--- config.mk ---
export PLATFORM = sky130hd
export DESIGN_NAME = synth_enable_strobe_regs
export DESIGN_NICKNAME = d
export VERILOG_FILES = /design/src/include/synth_regs_pkg.sv /design/src/core/synth_enable_strobe_regs.sv
export SDC_FILE = /design/constraint.sdc
export NUM_CORES = 1
export LEC_CHECK = 0
export ABC_AREA = 1
export BUFFER_PORTS_ARGS = -buffer_cell sky130_fd_sc_hd__buf_2
export CORE_MARGIN = 2
export CORE_UTILIZATION = 60
export CTS_CLUSTER_DIAMETER = 80
export CTS_CLUSTER_SIZE = 20
export DETAILED_ROUTE_END_ITERATION = 6
export PLACE_DENSITY = 0.79
export SETUP_SLACK_MARGIN = 0.15
export SYNTH_ARGS = -nofsm -noshare
export SYNTH_HDL_FRONTEND = slang
export SYNTH_SLANG_ARGS = --single-unit
--- constraint.sdc ---
create_clock -name mclk -period 2.13 [get_ports mclk]
set_input_delay 0.1065 -clock mclk [delete_from_list [all_inputs] [get_ports mclk]]
set_output_delay 0.1065 -clock mclk [all_outputs]
set_load 0.01 [all_outputs]
--- src/include/synth_regs_pkg.sv ---
// Constants and types for the synthesizer enable and strobe register block
// What this block does
// - Strobe bit 1 written one pulses soft reset of digital logic outside registers.
// - Strobe bit 3 written one starts one temperature measurement.
// - Enable bit 1 is master bias; zero disables whole synthesizer; resets one.
// - Enable bit 2 cleared holds reference divider in reset; resets zero.
// - Enable bit 3 gates muxed crystal reference into digital logic.
// - Enable bit 4 gates divided reference clock to digital; resets one.
// - Enable bit 5 gates square crystal clock to digital; resets zero.
// - Enable bit 6 gates sine crystal clock to digital; resets zero.
// - Enable bit 7 runs square reference buffer only while sine select is zero.
// - Enable bit 8 runs sine reference buffer only while sine select is one.
// - Enable bit 9 one picks divided oscillator clock, zero divided reference.
// - Enable bit 10 turns prescaler bias on; resets one.
// - Enable bit 11 is active-low reset of the lock gates; the lock detector runs on bit 14.
// - Enable bit 12 enables charge pump; cleared means high impedance output.
// - Enable bit 13 one runs fractional modulator unless integer mode.
// - Enable bit 14 one lets the lock detect circuit operate.
// - Enable bit 15 enables cycle slip prevention only with its other enable.
// - Strobe bit 0 written one restores configuration registers to defaults.
package synth_regs_pkg;
   localparam int unsigned ADDR_W     = 6;
   localparam int unsigned DATA_W     = 24;
   localparam int unsigned EN_W       = 16;
   localparam int unsigned STB_W      = 4;
   localparam int unsigned CNT_W      = 5;
   localparam int unsigned PIN_SEN    = 0;
   localparam int unsigned PIN_SCLK   = 1;
   localparam int unsigned PIN_SDI    = 2;
   localparam logic [ADDR_W-1:0] STROBE_ADDR = 6'h00;
   localparam logic [ADDR_W-1:0] ENABLE_ADDR = 6'h01;
   localparam logic [EN_W-1:0]   ENABLE_RESET = 16'hfe9b;
   localparam logic [CNT_W-1:0]  ADDR_LAST_CNT = 5'h06;
   localparam logic [CNT_W-1:0]  DATA_FIRST_CNT = 5'h07;
   localparam logic [CNT_W-1:0]  FRAME_LAST_CNT = 5'h1f;
   localparam int unsigned STB_CFG    = 0;
   localparam int unsigned STB_DIG    = 1;
   localparam int unsigned STB_TEMP   = 3;
   localparam int unsigned EN_VCOBUF  = 0;
   localparam int unsigned EN_BIAS    = 1;
   localparam int unsigned EN_REFDIV  = 2;
   localparam int unsigned EN_XMUX    = 3;
   localparam int unsigned EN_DIVDIG  = 4;
   localparam int unsigned EN_SQDIG   = 5;
   localparam int unsigned EN_SINDIG  = 6;
   localparam int unsigned EN_SQBUF   = 7;
   localparam int unsigned EN_SINBUF  = 8;
   localparam int unsigned EN_VCOCLK  = 9;
   localparam int unsigned EN_PRESC   = 10;
   localparam int unsigned EN_LOCKG   = 11;
   localparam int unsigned EN_CP      = 12;
   localparam int unsigned EN_DSM     = 13;
   localparam int unsigned EN_LKD     = 14;
   localparam int unsigned EN_CSP     = 15;

   typedef enum logic [2:0] {
      ST_IDLE  = 3'b001,
      ST_SHIFT = 3'b010,
      ST_WAIT  = 3'b100
   } link_state_e;
endpackage : synth_regs_pkg

--- src/core/synth_enable_strobe_regs.sv ---
// Serial register port with the strobe and enable/reset registers of the synthesizer
`timescale 1ns/1ps
module synth_enable_strobe_regs
   import synth_regs_pkg::*;
#(
   // Arbitrary identification value, not a real part code
   parameter logic [DATA_W-1:0] CHIP_ID = 24'h00a5c3
) (
   input  wire logic mclk,
   input  wire logic reset_n,
   input  wire logic sen,
   input  wire logic sclk,
   input  wire logic sdi,
   output logic      sdo,
   output logic      sdo_oe,
   input  wire logic sine_select,
   input  wire logic csp_allow,
   input  wire logic integer_mode,
   output logic      config_reset_pulse,
   output logic      digital_reset_pulse,
   output logic      temp_measure_pulse,
   output logic      bias_on,
   output logic      vco_buffer_on,
   output logic      refdiv_run,
   output logic      xref_mux_gate,
   output logic      refdiv_clk_gate,
   output logic      sq_xtal_gate,
   output logic      sin_xtal_gate,
   output logic      square_refbuffer_on,
   output logic      sine_refbuffer_on,
   output logic      modclk_from_vco,
   output logic      prescaler_on,
   output logic      lock_gate_on,
   output logic      chargepump_on,
   output logic      chargepump_hiz,
   output logic      modulator_run,
   output logic      lockdet_run,
   output logic      cycle_slip_prevention
);

   logic [2:0]        pins;
   logic [2:0]        s1_q, s2_q, s3_q;
   logic [2:0]        pin_q, pin_d, prev_q;
   logic              sclk_rise;
   link_state_e       state_q, state_d;
   logic [CNT_W-1:0]  cnt_q, cnt_d;
   logic [DATA_W-1:0] shift_q, shift_d;
   logic [DATA_W-1:0] out_q, out_d;
   logic [ADDR_W-1:0] addr_q, addr_d;
   logic              rd_q, rd_d;
   logic              oe_q, oe_d;
   logic              wr;
   logic [DATA_W-1:0] wr_data;
   logic [EN_W-1:0]   enable_q, enable_d;
   logic [STB_W-1:0]  stb_q, stb_d;
   logic [EN_W-1:0]   ctrl_q, ctrl_d;

   assign pins = {sdi, sclk, sen};

   // Pin filter: a level counts once the second and third stages agree
   generate
      for (genvar i = 0; i < 3; i++) begin : g_pin
         always_comb begin
            pin_d[i] = (s2_q[i] == s3_q[i]) ? s3_q[i] : pin_q[i];
         end
      end
   endgenerate

   always_ff @(posedge mclk or negedge reset_n) begin
      if (!reset_n) begin
         s1_q   <= 3'h0;
         s2_q   <= 3'h0;
         s3_q   <= 3'h0;
         pin_q  <= 3'h0;
         prev_q <= 3'h0;
      end else begin
         s1_q   <= pins;
         s2_q   <= s1_q;
         s3_q   <= s2_q;
         pin_q  <= pin_d;
         prev_q <= pin_q;
      end
   end

   assign sclk_rise = pin_q[PIN_SCLK] & ~prev_q[PIN_SCLK];

   function automatic logic [DATA_W-1:0] read_word(input logic [ADDR_W-1:0] a,
                                                   input logic [EN_W-1:0] en);
      logic [DATA_W-1:0] w;
      w = '0;
      // Strobe bits are write-only; this address reads the identifier
      if (a == STROBE_ADDR) begin
         w = CHIP_ID;
      end else if (a == ENABLE_ADDR) begin
         w = {{(DATA_W-EN_W){1'b0}}, en};
      end
      return w;
   endfunction : read_word

   // Serial frame: read flag, six address bits, 24 data bits, all MSB first
   always_comb begin
      state_d = state_q;
      cnt_d   = cnt_q;
      shift_d = shift_q;
      out_d   = out_q;
      addr_d  = addr_q;
      rd_d    = rd_q;
      oe_d    = oe_q;
      wr      = 1'b0;
      // The 32nd rise only closes the frame; its data bit is not part of the word
      wr_data = shift_q;
      case (state_q)
         ST_IDLE: begin
            oe_d = 1'b0;
            if (pin_q[PIN_SEN] && sclk_rise) begin
               rd_d    = pin_q[PIN_SDI];
               cnt_d   = 5'h01;
               state_d = ST_SHIFT;
            end
         end
         ST_SHIFT: begin
            if (!pin_q[PIN_SEN]) begin
               // Frame cut short: nothing is committed
               oe_d    = 1'b0;
               state_d = ST_IDLE;
            end else if (sclk_rise) begin
               shift_d = {shift_q[DATA_W-2:0], pin_q[PIN_SDI]};
               cnt_d   = cnt_q + 5'h01;
               if (cnt_q == ADDR_LAST_CNT) begin
                  addr_d = {shift_q[ADDR_W-2:0], pin_q[PIN_SDI]};
               end
               if (rd_q && cnt_q == DATA_FIRST_CNT) begin
                  out_d = read_word(addr_q, enable_q);
                  oe_d  = 1'b1;
               end else if (rd_q && cnt_q > DATA_FIRST_CNT) begin
                  out_d = {out_q[DATA_W-2:0], 1'b0};
               end
               if (cnt_q == FRAME_LAST_CNT) begin
                  wr      = ~rd_q;
                  state_d = ST_WAIT;
               end
            end
         end
         ST_WAIT: begin
            if (!pin_q[PIN_SEN]) begin
               oe_d    = 1'b0;
               state_d = ST_IDLE;
            end
         end
         default: begin
            oe_d    = 1'b0;
            state_d = ST_IDLE;
         end
      endcase
   end

   always_ff @(posedge mclk or negedge reset_n) begin
      if (!reset_n) begin
         state_q <= ST_IDLE;
         cnt_q   <= '0;
         shift_q <= '0;
         out_q   <= '0;
         addr_q  <= '0;
         rd_q    <= 1'b0;
         oe_q    <= 1'b0;
      end else begin
         state_q <= state_d;
         cnt_q   <= cnt_d;
         shift_q <= shift_d;
         out_q   <= out_d;
         addr_q  <= addr_d;
         rd_q    <= rd_d;
         oe_q    <= oe_d;
      end
   end

   assign sdo    = out_q[DATA_W-1];
   assign sdo_oe = oe_q;

   // Register file
   always_comb begin
      enable_d = enable_q;
      stb_d    = '0;
      if (stb_q[STB_CFG]) begin
         enable_d = ENABLE_RESET;
      end
      if (wr && addr_q == ENABLE_ADDR) begin
         enable_d = wr_data[EN_W-1:0];
      end
      if (wr && addr_q == STROBE_ADDR) begin
         stb_d = wr_data[STB_W-1:0];
      end
   end

   // Analog controls; bias off overrides every other enable
   always_comb begin
      ctrl_d            = enable_q & {EN_W{enable_q[EN_BIAS]}};
      ctrl_d[EN_SQBUF]  = enable_q[EN_SQBUF] & ~sine_select & enable_q[EN_BIAS];
      ctrl_d[EN_SINBUF] = enable_q[EN_SINBUF] & sine_select & enable_q[EN_BIAS];
      ctrl_d[EN_DSM]    = enable_q[EN_DSM] & ~integer_mode & enable_q[EN_BIAS];
      ctrl_d[EN_CSP]    = enable_q[EN_CSP] & csp_allow & enable_q[EN_BIAS];
   end

   always_ff @(posedge mclk or negedge reset_n) begin
      if (!reset_n) begin
         enable_q <= ENABLE_RESET;
         stb_q    <= '0;
         // Input-gated enables stay off until the gating inputs have been sampled
         ctrl_q   <= ENABLE_RESET & ~((EN_W'(1) << EN_SQBUF) | (EN_W'(1) << EN_SINBUF)
                                      | (EN_W'(1) << EN_DSM) | (EN_W'(1) << EN_CSP));
      end else begin
         enable_q <= enable_d;
         stb_q    <= stb_d;
         ctrl_q   <= ctrl_d;
      end
   end

   assign config_reset_pulse    = stb_q[STB_CFG];
   assign digital_reset_pulse   = stb_q[STB_DIG];
   assign temp_measure_pulse    = stb_q[STB_TEMP];
   assign bias_on               = ctrl_q[EN_BIAS];
   assign vco_buffer_on         = ctrl_q[EN_VCOBUF];
   assign refdiv_run            = ctrl_q[EN_REFDIV];
   assign xref_mux_gate         = ctrl_q[EN_XMUX];
   assign refdiv_clk_gate       = ctrl_q[EN_DIVDIG];
   assign sq_xtal_gate          = ctrl_q[EN_SQDIG];
   assign sin_xtal_gate         = ctrl_q[EN_SINDIG];
   assign square_refbuffer_on   = ctrl_q[EN_SQBUF];
   assign sine_refbuffer_on     = ctrl_q[EN_SINBUF];
   assign modclk_from_vco       = ctrl_q[EN_VCOCLK];
   assign prescaler_on          = ctrl_q[EN_PRESC];
   // lock gates held in reset when low
   assign lock_gate_on          = ctrl_q[EN_LOCKG];
   // charge pump drive or high impedance
   assign chargepump_on         = ctrl_q[EN_CP];
   assign chargepump_hiz        = ~ctrl_q[EN_CP];
   assign modulator_run         = ctrl_q[EN_DSM];
   assign lockdet_run           = ctrl_q[EN_LKD];
   assign cycle_slip_prevention = ctrl_q[EN_CSP];
endmodule : synth_enable_strobe_regs

==> impl_metrics.csv, run 1 <==
group,metric,value,unit
status,outcome,"finished, final reports clean",
yosys,synth_fa_ha_area_frac,0.01545,
global_routing,grt_pass1_wl,14.08,mm
floorplanning,die_h,89.37,µm
timing,rsz0062_at_grt,"false",
yosys,syn_nets,503,
routing,viasPerCell,5.125,
cts,clockBufferDepth,2,
finish,n_fill_cell,547,
critical_path,r2r_cells,12,
finish,multiInputGateArea,1480,µm²
finish,diodes,0,
floorplanning,die_w,89.37,µm
yosys,synth_area,4373,µm²
finish,ff_latch_area,2631,µm²
critical_path,worstReg2RegEnd,"enable_q[13]",
cts,cts-buffers-inserted,9,
finish,drive_gt1_frac,0.1876,
critical_path,worst_setup_path_start_kind,"register",
timing,fin_setup_tns,0,ns
finish,final_core_util,0.6923,
finish,area_delta_synth_final,12.99,%
timing,tightestPinTransition,0.6947,ns
yosys,synthMuxAreaShare,0,
routing,drt_wl_total,8.353,mm
routing,met1_length,3.713,mm
global_routing,grt_usage,0.2336,
cts,cts.clk_slew.worst_paths,0.09,ns
flow_run,cap_violations,0,
critical_path,criticalPathCategory,"reg -> reg",
cts,htreeDepth,3,
critical_path,r2r_slack,0.20,ns
cts,cts_sinks,104,
floorplanning,boundaryPins,30,
yosys,ys_seq_area_frac,0.6014,
yosys,synthXorXnorAreaFrac,0.004006,
worst_hold_path,hold_class,"in -> async",
routing,drcViolationCount,0,
yosys,ys_seq_elements,104,
critical_path,critical_path.max_fanout,6,
yosys,syn_area_per_cell,8.888,µm²
routing,first_iter_violations,161,
timing,skew,0.01164,ns
routing,topRoutingLayerUsed,"met4",
timing,final-hold-violation-count,0,
floorplanning,core,7137,µm²
timing,setup_violations,0,
critical_path,reg2reg_from,"cnt_q[0]",
routing,drt_pass1_iterations,5,
critical_path,cp_cell_sequence,"ha_4 -> nand2_2 -> nor2_2 -> ha_1 -> inv_1 -> nor2_4 -> nand3_2 -> nor2_4 -> buf_4 -> nand3_1 -> nand2_1 -> nand2_1",
yosys,syn_inst,492,
routing,dr_total_vias,3239,
place,gp_congestion,0.8073,
global_routing,overflow,0,
cts,tritoncts,"built",
critical_path,cp-end-kind,"register",
global_routing,grt_pass1_vias,3068,
timing,drv_slew,0,
floorplanning,start_util,0.6127,
cts,cts_root_buf,"clkbuf_8",
place,dpl.hpwl,5.436,mm
pwr,peakVddDrop,0.6332,mV
critical_path,required,2.42,ns
yosys,synth_compound_area_frac,0.05637,
place,placement.io_buffers,29,
critical_path,crit_slowest_cell,"dfrtp_1",
timing,slew_headroom,0.5369,
floorplanning,core.rowCount,31,
routing,dr_wl_met2,4.123,mm
pwr,power.leakage,2.481,nW
yosys,synthSimpleGateAreaFrac,0.2512,
timing,fin_crit_sh,0.9067,
yosys,synth_top_family_by_area,"simple AND/OR/NAND/NOR gates",
timing,min_period,1.931,ns
global_routing,antenna_found_initial,0,
critical_path,slowest_delay,0.43,ns
routing,ant_nets,0,
routing,met3WireLength,439,µm
timing,fmax,0.5178,GHz
critical_path,critical_path_arrival,2.22,ns
pwr,power_density,701.8,nW/µm²
cts,clock_latency,0.37,ns
yosys,ys_types,30,
global_routing,grt_max_degree,56,
yosys,yosysWarnings,0,
routing,wl_per_cell,13.22,µm
finish,fin_nets,539,
floorplanning,die_area,7987,µm²
layer usage:
| metal | track usage | vias to the layer above |
|---|---|---|
| li1 | - | 1599 |
| met4 | 0.09227 | 0 |
| met2 | 0.3717 | 91 |
| met3 | 0.06187 | 9 |
| met5 | 0 | - |
| met1 | 0.3079 | 1540 |
metrics by stage:
| stage | worst slack (ns) | instances | power (mW) | hold WS (ns) | area [µm²] |
|---|---|---|---|---|---|
| 3_3_place_gp | 0.2320 | 606 | 2.260 | 0.1980 | 4599 |
| 2_1_floorplan | 0.3879 | 492 | 2.189 | -0.1891 | 4373 |
| 6_report | 0.1988 | 632 | 3.468 | 0.3180 | 4941 |
| 4_1_cts | 0.1985 | 629 | 3.474 | 0.3417 | 4878 |
| 5_1_grt | 0.06464 | 632 | 3.612 | 0.3543 | 4941 |
| 3_5_place_dp | 0.09963 | 606 | 2.274 | 0.1950 | 4599 |
flip-flops by register name, indices dropped and copies added, names as in the netlist:
register and count:
shift_q 16, sdo_oe 1, enable_q 16, rd_q 1
s1_q 3, s2_q 3, cnt_q 5, pin_q 3
stb_q 3, ctrl_q 16, state_q 3, s3_q 3
addr_q 6, out_q 24, prev_q 1
critical path, delay by kind of cell (launching register included):
family | cells | cell delay [ns]
adder cells (fa/ha/maj) | 2 | 0.32
buffers and inverters | 2 | 0.24
flip-flops | 1 | 0.43
AND/OR/NAND/NOR | 8 | 0.87
report_power, final:
group	internal [mW]	switching, mW	total (mW)
clock	0.553	0.650	1.20
combinational	0.0634	0.114	0.178
sequential	2.03	0.0559	2.09
total	2.65	0.820	3.47
logic make-up after synthesis:
family,Yosys count
AO/OA/AOI/OAI,44
adder cells (fa/ha/maj),6
flip-flops,104
buffers and inverters,74
AND/OR/NAND/NOR,262
XOR/XNOR,2
layout by cell type, fill, tap and decap left out, types with 4 or more instances in the layout:
master	synthesis	final
o21ai_0	23	23
o21ai_2	6	6
nor2_1	35	32
dfrtp_1	82	81
nand3_2	3	4
dlygate4sd3_1	0	7
nand3_1	50	48
buf_2	13	28
o21ai_1	12	12
clkbuf_8	0	9
buf_4	3	10
dfstp_2	22	22
inv_1	50	50
nand2_1	165	164
cell usage after synthesis:
library cell,number,share of area
nand2_1,165,0.14
dfrtp_1,82,0.47
inv_1,50,0.043
nand3_1,50,0.057
nor2_1,35,0.030
o21ai_0,23,0.026
dfstp_2,22,0.13
buf_2,13,0.015
o21ai_1,12,0.014
o21ai_2,6,0.012
clkbuf_1,5,0.0043
buf_4,3,0.0051
ha_1,3,0.0086
maj3_1,3,0.0069
nand3_2,3,0.0069
nand2_2,2,0.0029
nor2_2,2,0.0029
a21oi_1,1,0.0011
buf_6,1,0.0026
clkinv_1,1,0.00086
inv_2,1,0.00086
nand3b_1,1,0.0017
nand4_1,1,0.0014
nand4_2,1,0.0029
nor2_4,1,0.0026
nor3_1,1,0.0011
o21a_1,1,0.0017
o22ai_1,1,0.0014
xnor2_1,1,0.0020
xor2_1,1,0.0020
area by class of cell:
class | instances | area share
sequential | 104 | 0.5325
tap | 99 | 0.02507
clock buffer | 11 | 0.02659
multi-input combinational | 314 | 0.2996
clock inverter | 5 | 0.01266
timing repair buffer | 47 | 0.06407
inverter | 52 | 0.03950
worst max-delay path by stage:
stage	from	to	slack [ns]	cells after the start
after floorplan	cnt_q[1]	enable_q[0]	0.39	12
after global placement	cnt_q[1]	enable_q[5]	0.23	10
after detailed placement	cnt_q[1]	enable_q[6]	0.1	10
after CTS	cnt_q[1]	enable_q[10]	0.20	12
after global routing	cnt_q[1]	enable_q[12]	0.06	12
final	cnt_q[0]	enable_q[13]	0.20	12
repair_timing:
| action | in CTS | in global routing |
|---|---|---|
| buffers inserted | 0 | 2 |
| endpoints found under the setup margin | 15 | 15 |
| pin swaps | 0 | 5 |
| gates cloned | 0 | 1 |
| hold buffers | 7 | 0 |
| hold endpoints to repair | 48 | 0 |
| resized for setup | 3 | 11 |
Note: power is estimated with default switching activity, not from simulation.
==> run 2: changes to the inputs <==
Settings changed: PLACE_DENSITY 0.79 to default, PLACE_DENSITY_LB_ADDON from default to 0.3.
==> impl_metrics.csv, run 2 (synthesis results as in run 1) <==
group,metric,value,unit
pwr,power_density,698.4,nW/µm²
pwr,totalPowerFinal,3.466,mW
cts,clockBufferDepth,2,
critical_path,reg2reg_from,"cnt_q[1]",
flow_run,cap_violations,0,
routing,drt_wl_total,7.937,mm
finish,fin_nets,541,
global_routing,overflow,0,
floorplanning,die_h,89.37,µm
routing,viasPerCell,5.114,
floorplanning,start_util,0.6127,
global_routing,grt_usage,0.2249,
floorplanning,boundaryPins,30,
critical_path,r2r_slack,0.29,ns
finish,diodes,0,
routing,ant_nets,0,
cts,tritoncts,"built",
place,placement.io_buffers,29,
timing,fin_setup_tns,0,ns
cts,htreeDepth,3,
timing,tightestPinTransition,0.6682,ns
critical_path,critical_path.max_fanout,6,
timing,drv_slew,0,
critical_path,required,2.43,ns
routing,drt_pass1_iterations,6,
status,outcome,"finished, final reports clean",
routing,dr_total_vias,3242,
cts,cts.clk_slew.worst_paths,0.09,ns
timing,setup_violations,0,
timing,rsz0062_at_grt,"false",
timing,fin_crit_sh,0.8662,
critical_path,cp_cell_sequence,"ha_4 -> nand2_2 -> nor2_2 -> ha_2 -> inv_1 -> nor2_4 -> nand3_1 -> nor2_2 -> buf_6 -> nand3_1 -> nand2_1 -> nand2_1",
finish,largest_reg_flops,24,
finish,area_delta_synth_final,13.48,%
routing,drcViolationCount,0,
global_routing,grt_max_degree,53,
timing,min_period,1.845,ns
cts,cts-buffers-inserted,9,
critical_path,worst_setup_path_start_kind,"register",
cts,clock_latency,0.36,ns
cts,cts_sinks,104,
floorplanning,die_w,89.37,µm
timing,final-hold-violation-count,0,
finish,layout_common_cells,"164 x nand2_1, 81 x dfrtp_1, 50 x inv_1, 50 x nand3_1, 32 x nor2_1",
floorplanning,core.rowCount,31,
global_routing,grt_pass1_vias,2999,
floorplanning,core,7137,µm²
floorplanning,die_area,7987,µm²
finish,drive_gt1_frac,0.1907,
finish,fin_cells,634,
place,gp_congestion,0.7842,
finish,final_common_cell,"nand2_1",
critical_path,worstReg2RegEnd,"enable_q[0]",
place,place_inst,607,
routing,first_iter_violations,189,
cts,cts_root_buf,"clkbuf_8",
timing,skew,0.005850,ns
global_routing,grt_pass1_wl,13.71,mm
routing,wl_per_cell,12.52,µm
critical_path,critical_path_arrival,2.15,ns
worst_hold_path,hold_class,"in -> async",
critical_path,criticalPathCategory,"reg -> reg",
pwr,peakVddDrop,0.4525,mV
timing,slew_headroom,0.5545,
finish,top_register,"out_q",
global_routing,antenna_found_initial,0,
timing,fmax,0.5420,GHz
critical_path,crit_slowest_cell,"dfrtp_2",
critical_path,r2r_cells,12,
place,dpl.hpwl,5.292,mm
critical_path,cp-end-kind,"register",
critical_path,slowest_delay,0.42,ns
pwr,power.leakage,2.495,nW
[run 2: changes by cell type in the layout (fill, tap and decap cells not counted), sizes merged]
cell and change:
clkinv +1, buf +2, clkbuf -1
[run 2: worst max-delay path by stage]
stage,start,to,slack [ns]
2_1_floorplan,cnt_q[1],enable_q[0],0.39
3_3_place_gp,cnt_q[1],enable_q[14],0.25
3_5_place_dp,cnt_q[1],enable_q[0],0.16
4_1_cts,cnt_q[1],enable_q[0],0.23
5_1_grt,cnt_q[1],enable_q[0],0.13
6_report,cnt_q[1],enable_q[0],0.29
[run 2: where the power goes]
group,switching [mW],internal (mW)
Clock,0.658,0.550
Sequential,0.0523,2.03
Combinational,0.111,0.0627
[run 2: through the flow]
step / utilization / cell area (µm²) / hold WS, ns / worst slack (ns)
3_5_place_dp: 0.6473 / 4619 / 0.1956 / 0.1606
6_report: 0.6953 / 4962 / 0.3220 / 0.2850
5_1_grt: 0.6953 / 4962 / 0.3583 / 0.1268
3_3_place_gp: 0.6473 / 4619 / 0.1844 / 0.2508
4_1_cts: 0.6865 / 4900 / 0.3326 / 0.2305
2_1_floorplan: - / 4373 / -0.1891 / 0.3879
[run 2: cell type report]
class / count / area, µm²
clock buffer: 10 / 127.6
clock inverter: 6 / 67.56
fill: 570 / 2175
inverter: 52 / 195.2
multi-input combinational: 314 / 1473
sequential: 104 / 2631
tap: 99 / 123.9
timing repair buffer: 49 / 344.1
[run 2: per-layer routing]
metal  GRT usage  vias up  wire length [µm]
li1            -     1609                 -
met1      0.3103     1548              3748
met2      0.3434       77              3770
met3     0.06741        8               330
met4     0.07463        0                88
met5           0        -                 0
[run 2: timing repair]
| action | CTS | global route |
|---|---|---|
| setup buffers | 0 | 3 |
| endpoints found under the setup margin | 12 | 12 |
| resized for setup | 3 | 11 |
| gates cloned | 0 | 1 |
| pin swaps | 0 | 4 |
| hold buffers | 7 | 0 |
| endpoints found under the hold margin | 44 | 0 |
[run 2: critical path, delay by kind of cell, from the launching register on]
kind / cells / cell delay (ns)
simple gates: 8 / 0.82
buf+inv: 2 / 0.21
fa+ha+maj: 2 / 0.32
flops: 1 / 0.42
==> run 3: changes to the inputs <==
Settings changed: MAX_ROUTING_LAYER from default to met4.
==> impl_metrics.csv, run 3 (synthesis results as in run 1) <==
group,metric,value,unit
finish,final_core_util,0.6953,
finish,top_register,"out_q",
floorplanning,die_area,7987,µm²
status,outcome,"finished, final reports clean",
floorplanning,core,7137,µm²
cts,cts-buffers-inserted,9,
routing,ant_nets,0,
timing,fmax,0.5408,GHz
pwr,p_sw,0.8308,mW
timing,fin_setup_tns,0,ns
critical_path,required,2.44,ns
timing,holdWs,0.3148,ns
place,gp_congestion,0.7951,
global_routing,grt_usage,0.2317,
place,dpl.hpwl,5.292,mm
pwr,power.leakage,2.495,nW
routing,drt_pass1_iterations,5,
finish,drive_gt1_frac,0.1907,
cts,clock_latency,0.37,ns
routing,drcViolationCount,0,
finish,final_common_cell,"nand2_1",
pwr,power_density,700.3,nW/µm²
timing,slew_headroom,0.5529,
pwr,clockPowerShare,0.350,
pwr,peakVddDrop,0.4546,mV
timing,final-hold-violation-count,0,
pwr,p_seq_frac,0.600,
timing,drv_slew,0,
floorplanning,die_w,89.37,µm
routing,drt_wl_total,8.004,mm
floorplanning,boundaryPins,30,
finish,area_delta_synth_final,13.48,%
cts,cts.clk_slew.worst_paths,0.09,ns
finish,largest_reg_flops,24,
flow_run,cap_violations,0,
timing,rsz0062_at_grt,"false",
cts,tritoncts,"built",
timing,setup_slack,0.2807,ns
pwr,p_sw_frac,0.2391,
pwr,totalPowerFinal,3.475,mW
finish,fin_nets,541,
critical_path,critical_path_arrival,2.16,ns
worst_hold_path,hold_class,"in -> async",
pwr,comb_power_share,0.050,
finish,diodes,0,
critical_path,criticalPathCategory,"reg -> reg",
timing,min_period,1.849,ns
routing,dr_total_vias,3228,
routing,wl_per_cell,12.62,µm
timing,fin_crit_sh,0.8682,
cts,clockBufferDepth,2,
timing,skew,0.006007,ns
finish,layout_common_cells,"164 x nand2_1, 81 x dfrtp_1, 50 x inv_1, 50 x nand3_1, 32 x nor2_1",
cts,cts_sinks,104,
place,dp_worst_setup_slack,0.1606,ns
global_routing,antenna_found_initial,0,
cts,cts_root_buf,"clkbuf_8",
floorplanning,die_h,89.37,µm
cts,htreeDepth,3,
critical_path,critical_path.max_fanout,6,
routing,first_iter_violations,173,
global_routing,grt_pass1_vias,2988,
global_routing,overflow,0,
critical_path,worst_setup_path_start_kind,"register",
timing,setup_violations,0,
global_routing,grt_pass1_wl,13.72,mm
floorplanning,start_util,0.6127,
place,placement.io_buffers,29,
pwr,p_int,2.644,mW
global_routing,grt_max_degree,53,
floorplanning,core.rowCount,31,
critical_path,cp-end-kind,"register",
timing,tightestPinTransition,0.6707,ns
routing,viasPerCell,5.091,
## run 3: layout make-up
cell class | count | area, µm²
tap | 99 | 123.9
inverter | 52 | 195.2
timing repair buffer | 49 | 344.1
clock inverter | 6 | 67.56
fill | 570 | 2175
multi-input combinational | 314 | 1473
clock buffer | 10 | 127.6
sequential | 104 | 2631
## run 3: timing repair
action                                 in CTS  in global routing
buffers inserted                            0                  3
gates cloned                                0                  1
endpoints found under the hold margin      44                  0
pin swaps                                   0                  4
setup endpoints to repair                  12                 12
gates resized for setup                     3                 11
hold buffers                                7                  0
## run 3: metrics by stage
| stage | area, µm² | instances |
|---|---|---|
| global route | 4962 | 634 |
| CTS | 4900 | 630 |
| floorplan | 4373 | 492 |
| finish | 4962 | 634 |
| global placement | 4619 | 607 |
| detailed placement | 4619 | 607 |
## run 3: worst paths after layout
| check | slack, ns | to | start | cells past startpoint |
|---|---|---|---|---|
| setup / recovery | 0.28 | enable_q[0] | cnt_q[1] | 12 |
| hold / removal | 0.31 | out_q[19] | reset_n | 2 |
| setup reg to reg | 0.28 | enable_q[0] | cnt_q[1] | 12 |
| hold reg to reg | 0.36 | s2_q[1] | s1_q[1] | 0 |
| max in group asynchronous | 1.15 | ctrl_q[4] | reset_n | 3 |
| min in group mclk | 0.36 | s2_q[1] | s1_q[1] | 0 |
## run 3: power groups by stage
stage	clock network, mW	registers, mW	logic (mW)
2_1_floorplan	0	2.10	0.0873
3_3_place_gp	0	2.11	0.155
3_5_place_dp	0	2.11	0.161
4_1_cts	1.25	2.08	0.172
5_1_grt	1.34	2.09	0.199
6_report	1.22	2.08	0.174
## run 3: metal layers
layer  up-vias  global-route usage  wire length [µm]
met4         0             0.07870               105
met1      1538              0.3122              3780
met2        74              0.3428              3756
met3        11             0.06187               362
met5         -                   -                 0
li1       1605                   -                 -
## run 3: worst max-delay path, cell delays in order, from the launching register on
cell and delay (ns):
dfrtp_2 0.42, ha_4 0.16, nand2_2 0.07, nor2_2 0.13, ha_2 0.16, inv_1 0.06
nor2_4 0.11, nand3_1 0.09, nor2_2 0.20, buf_6 0.15, nand3_1 0.09, nand2_1 0.08
nand2_1 0.05
